===== config.mk =====
export PLATFORM = sky130hd
export DESIGN_NAME = alu_and_skip_branch_unit
export DESIGN_NICKNAME = d
export VERILOG_FILES = /design/src/alu_pkg.sv /design/src/alu_and_skip_branch_unit.sv
export SDC_FILE = /design/constraint.sdc
export NUM_CORES = 2
export LEC_CHECK = 0
export BUFFER_PORTS_ARGS = -buffer_cell sky130_fd_sc_hd__buf_2
export CORE_MARGIN = 2
export CORE_UTILIZATION = 40
export CTS_CLUSTER_SIZE = 20
export DETAILED_ROUTE_END_ITERATION = 10
export GPL_TIMING_DRIVEN = 0
export PLACE_DENSITY = 0.55
export SLEW_MARGIN = 40
export SYNTH_ARGS = -nofsm -noshare
export SYNTH_HDL_FRONTEND = slang
export SYNTH_SLANG_ARGS = --single-unit

===== constraint.sdc =====
create_clock -name clk -period 4.9 [get_ports clk]
set_clock_uncertainty 0.2 [all_clocks]
set_input_delay 0.98 -clock clk [delete_from_list [all_inputs] [get_ports clk]]
set_output_delay 0.98 -clock clk [all_outputs]
set_load 0.1 [all_outputs]

===== src/alu_pkg.sv =====
// Package: widths, timing counts, flag layout, opcodes and state of the execution unit
`default_nettype none
package alu_pkg;

    // Data path and program counter widths
    localparam int DATA_W = 8;
    localparam int PC_W = 16;
    localparam int REG_COUNT = 32;
    localparam int REG_SEL_W = 5;
    localparam int OFFSET_W = 12;
    localparam int STACK_DEPTH = 8;
    localparam int STACK_PTR_W = 3;

    // Register numbers of the Z pointer pair
    localparam logic [4:0] Z_LOW_IDX = 5'h1E;
    localparam logic [4:0] Z_HIGH_IDX = 5'h1F;

    // Constants used by the data path
    localparam logic [7:0] ALL_ONES = 8'hFF;
    localparam logic [7:0] DATA_ZERO = 8'h00;
    localparam logic [15:0] PC_RESET = 16'h0000;
    localparam logic [15:0] PC_STEP = 16'h0001;

    // Cycle counts per instruction class
    localparam logic [1:0] CYC_SINGLE = 2'h1;
    localparam logic [1:0] CYC_SKIP_ONE = 2'h2;
    localparam logic [1:0] CYC_SKIP_TWO = 2'h3;
    localparam logic [1:0] CYC_JUMP = 2'h2;
    localparam logic [1:0] CYC_CALL = 2'h3;
    localparam logic [2:0] CYC_RETURN = 3'h4;

    // Status flags, most significant first
    typedef struct packed {
        logic i;
        logic t;
        logic h;
        logic s;
        logic v;
        logic n;
        logic z;
        logic c;
    } flags_s;

    localparam flags_s FLAGS_RESET = 8'h00;

    typedef enum logic [4:0] {
        sum = 5'h00,
        sum_with_carry = 5'h01,
        difference = 5'h02,
        difference_with_constant = 5'h03,
        difference_with_borrow = 5'h04,
        constant_difference_with_borrow = 5'h05,
        conjunction = 5'h06,
        mask_with_constant = 5'h07,
        merge = 5'h08,
        merge_with_constant = 5'h09,
        exclusive_merge = 5'h0A,
        set_bits_by_mask = 5'h0B,
        clear_bits_by_mask = 5'h0C,
        zero_sign_test = 5'h0D,
        compare_with_constant = 5'h0E,
        compare_then_skip_equal = 5'h0F,
        skip_when_bit_clear = 5'h10,
        skip_when_bit_set = 5'h11,
        pointer_jump = 5'h12,
        pointer_call = 5'h13,
        relative_jump = 5'h14,
        relative_call = 5'h15,
        subroutine_return = 5'h16,
        return_from_interrupt = 5'h17,
        load_constant = 5'h18
    } op_e;

    // One instruction as presented to the unit
    typedef struct packed {
        op_e op;
        logic [4:0] rd;
        logic [4:0] rr;
        logic [7:0] k;
        logic [2:0] bit_sel;
        logic [11:0] offset;
        logic next_two_words;
    } instr_s;

    // Arithmetic result with its carry-type flags
    typedef struct packed {
        logic [7:0] res;
        logic c;
        logic h;
        logic v;
    } arith_s;

    // Whole state of the unit
    typedef struct packed {
        logic [REG_COUNT-1:0][7:0] regs;
        logic [STACK_DEPTH-1:0][15:0] stack;
        logic [2:0] sp;
        logic [15:0] pc;
        flags_s flags;
        logic [2:0] wait_cnt;
        logic ready;
        logic retire;
        logic [7:0] peek;
    } state_s;

endpackage
`default_nettype wire


===== src/alu_and_skip_branch_unit.sv =====
// Execution unit: register file, arithmetic and logic, skips, jumps, calls and returns
`timescale 1ns/1ps
`default_nettype none

// Function
// [RQ1] Add two registers, six flags, one cycle
// [RQ2] Add with carry in, six flags, one cycle
// [RQ3] Subtract register or constant, six flags
// [RQ4] Subtract with borrow, register or constant
// [RQ5] AND, OR, XOR; carry kept; one cycle
// [RQ6] OR immediate mask into destination
// [RQ7] AND destination with inverted mask
// [RQ8] Test register against itself, no change
// [RQ9] Compare with constant, flags only
// [RQ10] Skip next when two registers equal
// [RQ11] Skip next when selected bit clear
// [RQ12] Skip next when selected bit set
// [RQ13] Jump to Z pointer, two cycles
// [RQ14] Call Z pointer, push return, three cycles
// [RQ15] Relative jump two, call three cycles
// [RQ16] Returns pop PC in four cycles
module alu_and_skip_branch_unit (
    input wire logic clk,
    input wire logic arst_n,
    input wire logic instr_valid,
    input wire alu_pkg::instr_s instr,
    input wire logic [4:0] peek_sel,
    output logic ready,
    output logic retire,
    output logic [15:0] pc,
    output alu_pkg::flags_s flags,
    output logic [7:0] peek_data
);
    import alu_pkg::*;

    state_s state_reg;
    state_s state_next;
    logic accept;
    logic [15:0] z_ptr;

    // Adder with half carry and signed overflow
    function automatic arith_s add_calc(input logic [7:0] a, input logic [7:0] b, input logic ci);
        arith_s r;
        logic [8:0] full;
        full = {1'b0, a} + {1'b0, b} + {8'h00, ci};
        r.res = full[7:0];
        r.c = full[8];
        r.h = (a[3] & b[3]) | (b[3] & ~r.res[3]) | (~r.res[3] & a[3]);
        r.v = (a[7] & b[7] & ~r.res[7]) | (~a[7] & ~b[7] & r.res[7]);
        return r;
    endfunction

    // Subtractor; carry and half carry report a borrow
    function automatic arith_s sub_calc(input logic [7:0] a, input logic [7:0] b, input logic bi);
        arith_s r;
        r.res = 8'(a - b - {7'h00, bi});
        r.c = (~a[7] & b[7]) | (b[7] & r.res[7]) | (r.res[7] & ~a[7]);
        r.h = (~a[3] & b[3]) | (b[3] & r.res[3]) | (r.res[3] & ~a[3]);
        r.v = (a[7] & ~b[7] & ~r.res[7]) | (~a[7] & b[7] & r.res[7]);
        return r;
    endfunction

    // Fills the arithmetic flags; chained borrow keeps Z only if it was already set
    function automatic flags_s arith_flags(input flags_s f, input arith_s r, input logic chain);
        flags_s o;
        o = f;
        o.c = r.c;
        o.h = r.h;
        o.v = r.v;
        o.n = r.res[7];
        o.z = (r.res == DATA_ZERO) & (~chain | f.z);
        o.s = r.res[7] ^ r.v;
        return o;
    endfunction

    // Logic results clear V and leave C and H alone
    function automatic flags_s logic_flags(input flags_s f, input logic [7:0] res);
        flags_s o;
        o = f;
        o.v = 1'b0;
        o.n = res[7];
        o.z = (res == DATA_ZERO);
        o.s = res[7];
        return o;
    endfunction

    assign accept = instr_valid & state_reg.ready;
    assign z_ptr = {state_reg.regs[Z_HIGH_IDX], state_reg.regs[Z_LOW_IDX]};

    // Next state: one instruction is taken only while ready is high
    always_comb begin
        logic [7:0] a;
        logic [7:0] b;
        logic [7:0] lres;
        logic [15:0] pc_inc;
        logic [15:0] pc_rel;
        logic [2:0] cyc;
        logic skip;
        arith_s ar;
        a = state_reg.regs[instr.rd];
        b = state_reg.regs[instr.rr];
        lres = DATA_ZERO;
        pc_inc = 16'(state_reg.pc + PC_STEP);
        pc_rel = 16'(state_reg.pc + {{4{instr.offset[11]}}, instr.offset} + PC_STEP);
        cyc = {1'b0, CYC_SINGLE};
        skip = 1'b0;
        ar = '0;
        state_next = state_reg;
        state_next.retire = 1'b0;
        state_next.peek = state_reg.regs[peek_sel];
        // Count down the extra cycles of a multi-cycle instruction
        if (state_reg.wait_cnt != 3'h0) begin
            state_next.wait_cnt = 3'(state_reg.wait_cnt - 3'h1);
            state_next.ready = (state_reg.wait_cnt == 3'h1);
        end
        if (accept) begin
            state_next.retire = 1'b1;
            state_next.pc = pc_inc;
            case (instr.op)
                sum, sum_with_carry: begin
                    ar = add_calc(a, b, (instr.op == sum_with_carry) & state_reg.flags.c); // RQ1 RQ2
                    state_next.regs[instr.rd] = ar.res;
                    state_next.flags = arith_flags(state_reg.flags, ar, 1'b0);
                end
                difference, difference_with_constant: begin
                    ar = sub_calc(a, (instr.op == difference) ? b : instr.k, 1'b0); // RQ3
                    state_next.regs[instr.rd] = ar.res;
                    state_next.flags = arith_flags(state_reg.flags, ar, 1'b0);
                end
                difference_with_borrow, constant_difference_with_borrow: begin
                    ar = sub_calc(a, (instr.op == difference_with_borrow) ? b : instr.k,
                        state_reg.flags.c); // RQ4
                    state_next.regs[instr.rd] = ar.res;
                    state_next.flags = arith_flags(state_reg.flags, ar, 1'b1);
                end
                compare_with_constant: begin
                    // Flags only; the destination keeps its value
                    ar = sub_calc(a, instr.k, 1'b0); // RQ9
                    state_next.flags = arith_flags(state_reg.flags, ar, 1'b0);
                end
                conjunction, mask_with_constant, merge, merge_with_constant, exclusive_merge,
                set_bits_by_mask, clear_bits_by_mask, zero_sign_test: begin
                    case (instr.op)
                        conjunction: lres = a & b; // RQ5
                        mask_with_constant: lres = a & instr.k; // RQ5
                        merge: lres = a | b; // RQ5
                        merge_with_constant: lres = a | instr.k; // RQ5
                        exclusive_merge: lres = a ^ b; // RQ5
                        set_bits_by_mask: lres = a | instr.k; // RQ6
                        clear_bits_by_mask: lres = a & (ALL_ONES - instr.k); // RQ7
                        default: lres = a & a; // RQ8
                    endcase
                    state_next.regs[instr.rd] = lres;
                    state_next.flags = logic_flags(state_reg.flags, lres);
                end
                load_constant: begin
                    // Loads a register so software can seed operands; flags untouched
                    state_next.regs[instr.rd] = instr.k;
                end
                compare_then_skip_equal, skip_when_bit_clear, skip_when_bit_set: begin
                    case (instr.op)
                        compare_then_skip_equal: skip = (a == b); // RQ10
                        skip_when_bit_clear: skip = ~b[instr.bit_sel]; // RQ11
                        default: skip = b[instr.bit_sel]; // RQ12
                    endcase
                    // The skipped word count decides both the PC step and the cycle count
                    if (skip) begin
                        cyc = instr.next_two_words ? {1'b0, CYC_SKIP_TWO} : {1'b0, CYC_SKIP_ONE};
                        state_next.pc = 16'(state_reg.pc + {14'h0000, cyc[1:0]});
                    end
                end
                pointer_jump: begin
                    state_next.pc = z_ptr; // RQ13
                    cyc = {1'b0, CYC_JUMP};
                end
                relative_jump: begin
                    state_next.pc = pc_rel; // RQ15
                    cyc = {1'b0, CYC_JUMP};
                end
                pointer_call, relative_call: begin
                    // Stack wraps silently when more than its depth of calls nest
                    state_next.stack[state_reg.sp] = pc_inc; // RQ14
                    state_next.sp = 3'(state_reg.sp + 3'h1);
                    state_next.pc = (instr.op == pointer_call) ? z_ptr : pc_rel; // RQ14 RQ15
                    cyc = {1'b0, CYC_CALL};
                end
                subroutine_return, return_from_interrupt: begin
                    state_next.sp = 3'(state_reg.sp - 3'h1);
                    state_next.pc = state_reg.stack[3'(state_reg.sp - 3'h1)]; // RQ16
                    if (instr.op == return_from_interrupt) begin
                        state_next.flags.i = 1'b1; // RQ16
                    end
                    cyc = CYC_RETURN;
                end
                default: begin
                    // Unknown codes retire as a one-cycle step
                    state_next.pc = pc_inc;
                end
            endcase
            state_next.wait_cnt = 3'(cyc - 3'h1);
            state_next.ready = (cyc == 3'h1);
        end
    end

    // State register; reset leaves the unit ready with clear flags and registers
    always_ff @(posedge clk or negedge arst_n) begin
        if (!arst_n) begin
            state_reg <= '0;
            state_reg.pc <= PC_RESET;
            state_reg.flags <= FLAGS_RESET;
            state_reg.ready <= 1'b1;
        end else begin
            state_reg <= state_next;
        end
    end

    // Outputs come straight from the state flops
    assign ready = state_reg.ready;
    assign retire = state_reg.retire;
    assign pc = state_reg.pc;
    assign flags = state_reg.flags;
    assign peek_data = state_reg.peek;
endmodule

`default_nettype wire


==> results.md <==
- Status: complete, but fails checks
- Failing checks: hold timing, setup timing
- Endpoint class of the critical path: register
- Critical path arrival: 5.71 ns
- Routability Congestion: 1.11
- Yosys top cell area share: 31.6%
- DRC: 0
- Die area: 85800 sq um
- Reg2reg end: flags[1]
- TritonCTS clock tree: built
- Vias: 37300
- Fin area: 40800 sq um
- Critical path type: primary input to register
- Post-Syn Nets: 3917
- Unrepaired setup endpoints after global routing: true
- Critical R2R Launch: state_reg[336]
- Register area share after synthesis: 31.7%
- Post-DP Area: 35900 sq um
- Pins Over Slew Limit: 0
- Leakage: 16.7 nW
- CP Data Required Time: 5.31 ns
- Max Cap Viol: 0
- EDFF count, synth: 0
- Initial DRC count: 6313
- Total core area: 82400 sq um
- Crit path launch: instr[29]
- Clk_lat worst skew: 0.70 ns
- Mapped Area: 33400 sq um
- CP max FO: 7
- Worst hold path type: primary input to async pin
- FP Rows: 105
- Largest net degree at the start of global routing: 71
- Post-synthesis cell count: 3790
- Dominant cells by area after synthesis: dfrtp_1, mux4_2, o21ai_0
- Post-route insts no fill: 5164
- Initial antenna violation count: 9
- Initial Util: 40.5%
- HPWL Detailed: 143 mm
- CTS root buf: clkbuf_16
- CTS Buffer Depth: 3
- Vias in the first global route: 33900
- First-pass GRT wire length: 268 mm
- Vias per Instance: 7.22
- Total CTS buffers: 55
- Count leader, synth: o21ai_0
- Worst Reg-to-Reg Cells: 19
- Simple-Gate Fraction of Synth Area: 14.9%
- I/O pin total: 81
- Number of synthesized register bits: 423
- Post-synthesis average cell area: 8.81 sq um
- H-tree depth: 2
- Routed WL: 196 mm
- Most used cell, CP: buf_16
- Die X: 293 um
- Maximum VDD drop: 0.393 mV
- # port buffers: 68
- Top Family by Delay on Critical Path: buffers and inverters
- Post-Synth Adder-Cell Area: 3.33%
- Die Ht: 293 um
- Net count, final: 4172
- Clock slew at reported path FFs: 0.06 ns
- Post-Place Cells: 4940
- Setup slack at placement: -2.98 ns
- Area growth syn-to-layout: 22.0%
- Final hold vios: 3
- Crit share post-route: 108%
- Hold buffers post-CTS: 0
- CTS Sinks: 423
- Worst reg2reg setup slack: -0.24 ns
- Synth cell count leaders: o21ai_0, dfrtp_1, nor2_1
- Most used flip-flop cell after synthesis: dfrtp_1
- Post-synth cell types: 87
- Cell Pwr Density: 404 nW/um^2
- WP buf/inv: 11
- Max FFs per register: 390
- Main combinational cell family by area after synthesis: compound AO/OA/AOI/OAI gates
- DR WL/cell: 38.0 um
- Critical Path Start Type: primary input
- TNS Setup: -11.46 ns
- Post-synthesis async set-or-reset flop share: 100%
- DRT Pass-1 Iters: 9
- GRT Overall Usage: 44.5%
- Crit path time final: 5.30 ns
- Cell accounting for the most synthesized area: dfrtp_1
- Warnings, synthesis: 0
- Critical Path Stages: 25
- Compound-cell area share of the yosys netlist: 25.1%
- Congestion Overflow GR: 0
- Tightest slew margin relative to the limit: 26.8%
- Synth Area in XOR/XNOR: 1.42%
- Slew @ Worst Pin: 1.09 ns
- Post-route ant nets: 0
- Slowest-stage cell, CP: mux4_2
- Worst Setup EP: state_reg[351]
- Share of cells above drive strength 1: 24.0%
- Final hold slack: -0.0117 ns
- Post-route setup slack: -0.405 ns
- Final-layout fill cell count: 7882
- Final setup violation count: 70
- Highest cell delay on the worst timing path: 0.60 ns
- Fmax: 189 MHz
- Post-synthesis mux area share: 17.9%
-- cell families (layout without fill, tap and decap cells) --
logic type | count (synthesis) | after routing
adder cells (fa/ha/maj) | 80 | 80
buffers and inverters | 424 | 726
flip-flops | 423 | 423
AO/OA/AOI/OAI | 1388 | 1388
AND/OR/NAND/NOR | 1102 | 1102
other | 1 | 3
XOR/XNOR | 54 | 54
multiplexers | 318 | 318
-- how the worst min path moves through the flow --
stage,startpoint,endpoint,depth (start not counted)
finish,arst_n,state_reg[294],1
global route,arst_n,state_reg[294],1
CTS,arst_n,state_reg[294],1
detailed placement,state_reg[12],ready,1
global placement,state_reg[43],state_reg[43],2
floorplan,state_reg[12],ready,1
-- power breakdown --
| group | leakage (nW) | internal (mW) | switching [mW] |
|---|---|---|---|
| combinational | 9.93 | 2.43 | 4.77 |
| clock | 0.974 | 2.74 | 1.90 |
| sequential | 5.78 | 3.96 | 0.680 |
| total | 16.7 | 9.13 | 7.34 |
-- repair_timing --
item	4_1_cts	5_1_grt
cloned	2	2
endpoints found under the setup margin	282	230
pin swaps	45	46
resized for setup	246	206
buffers inserted	78	44
-- worst register-to-register path, stage by stage (launching register included) --
cell	delay, ns
dfrtp_1	0.49
mux4_1	0.58
o22ai_2	0.42
nor4_4	0.16
buf_4	0.19
buf_12	0.12
fa_2	0.37
a21o_1	0.17
a21o_1	0.18
a21o_1	0.20
a21oi_2	0.18
o21bai_2	0.11
a21oi_2	0.16
fa_1	0.44
buf_8	0.16
nand3_4	0.07
nor4_4	0.04
a32oi_2	0.32
nand3_1	0.11
o32a_1	0.32
-- area by class of cell --
cell class / instances / area, sq um / area share, %
multi-input combinational: 2943 / 22300 / 54.7
sequential: 423 / 10600 / 26.0
buffer: 353 / 2350 / 5.77
timing repair buffer: 205 / 1880 / 4.62
clock buffer: 74 / 1570 / 3.85
tap: 1070 / 1340 / 3.29
clock inverter: 30 / 478 / 1.17
inverter: 64 / 249 / 0.611
antenna: 2 / 5.00 / 0.0123
-- routing by layer --
| metal | part of all wire, % | vias to the layer above | global-route usage (%) |
|---|---|---|---|
| li1 | - | 14800 | - |
| met1 | 38 | 18400 | 58.4 |
| met2 | 39 | 3271 | 60.5 |
| met3 | 15 | 783 | 18.7 |
| met4 | 7.8 | 16 | 26.9 |
| met5 | 0.093 | - | 0 |
-- cell usage in the layout, fill, tap and decap left out, types with 68 or more instances in the layout --
| master | count |
|---|---|
| o21ai_1 | 84 |
| clkbuf_1 | 162 |
| a21oi_1 | 221 |
| dfrtp_1 | 422 |
| nand3_1 | 83 |
| nor2_1 | 361 |
| mux2i_1 | 68 |
| buf_4 | 133 |
| buf_2 | 87 |
| mux4_2 | 214 |
| o21ai_0 | 592 |
| nand2_1 | 358 |
-- stage by stage --
step,power (mW),util (%)
after floorplan,8.47,-
after global placement,10.8,42.9
after detailed placement,10.9,43.5
after CTS,15.9,48.2
after global routing,16.8,49.5
final,16.5,49.5
Power figures use the tool's default switching activity.
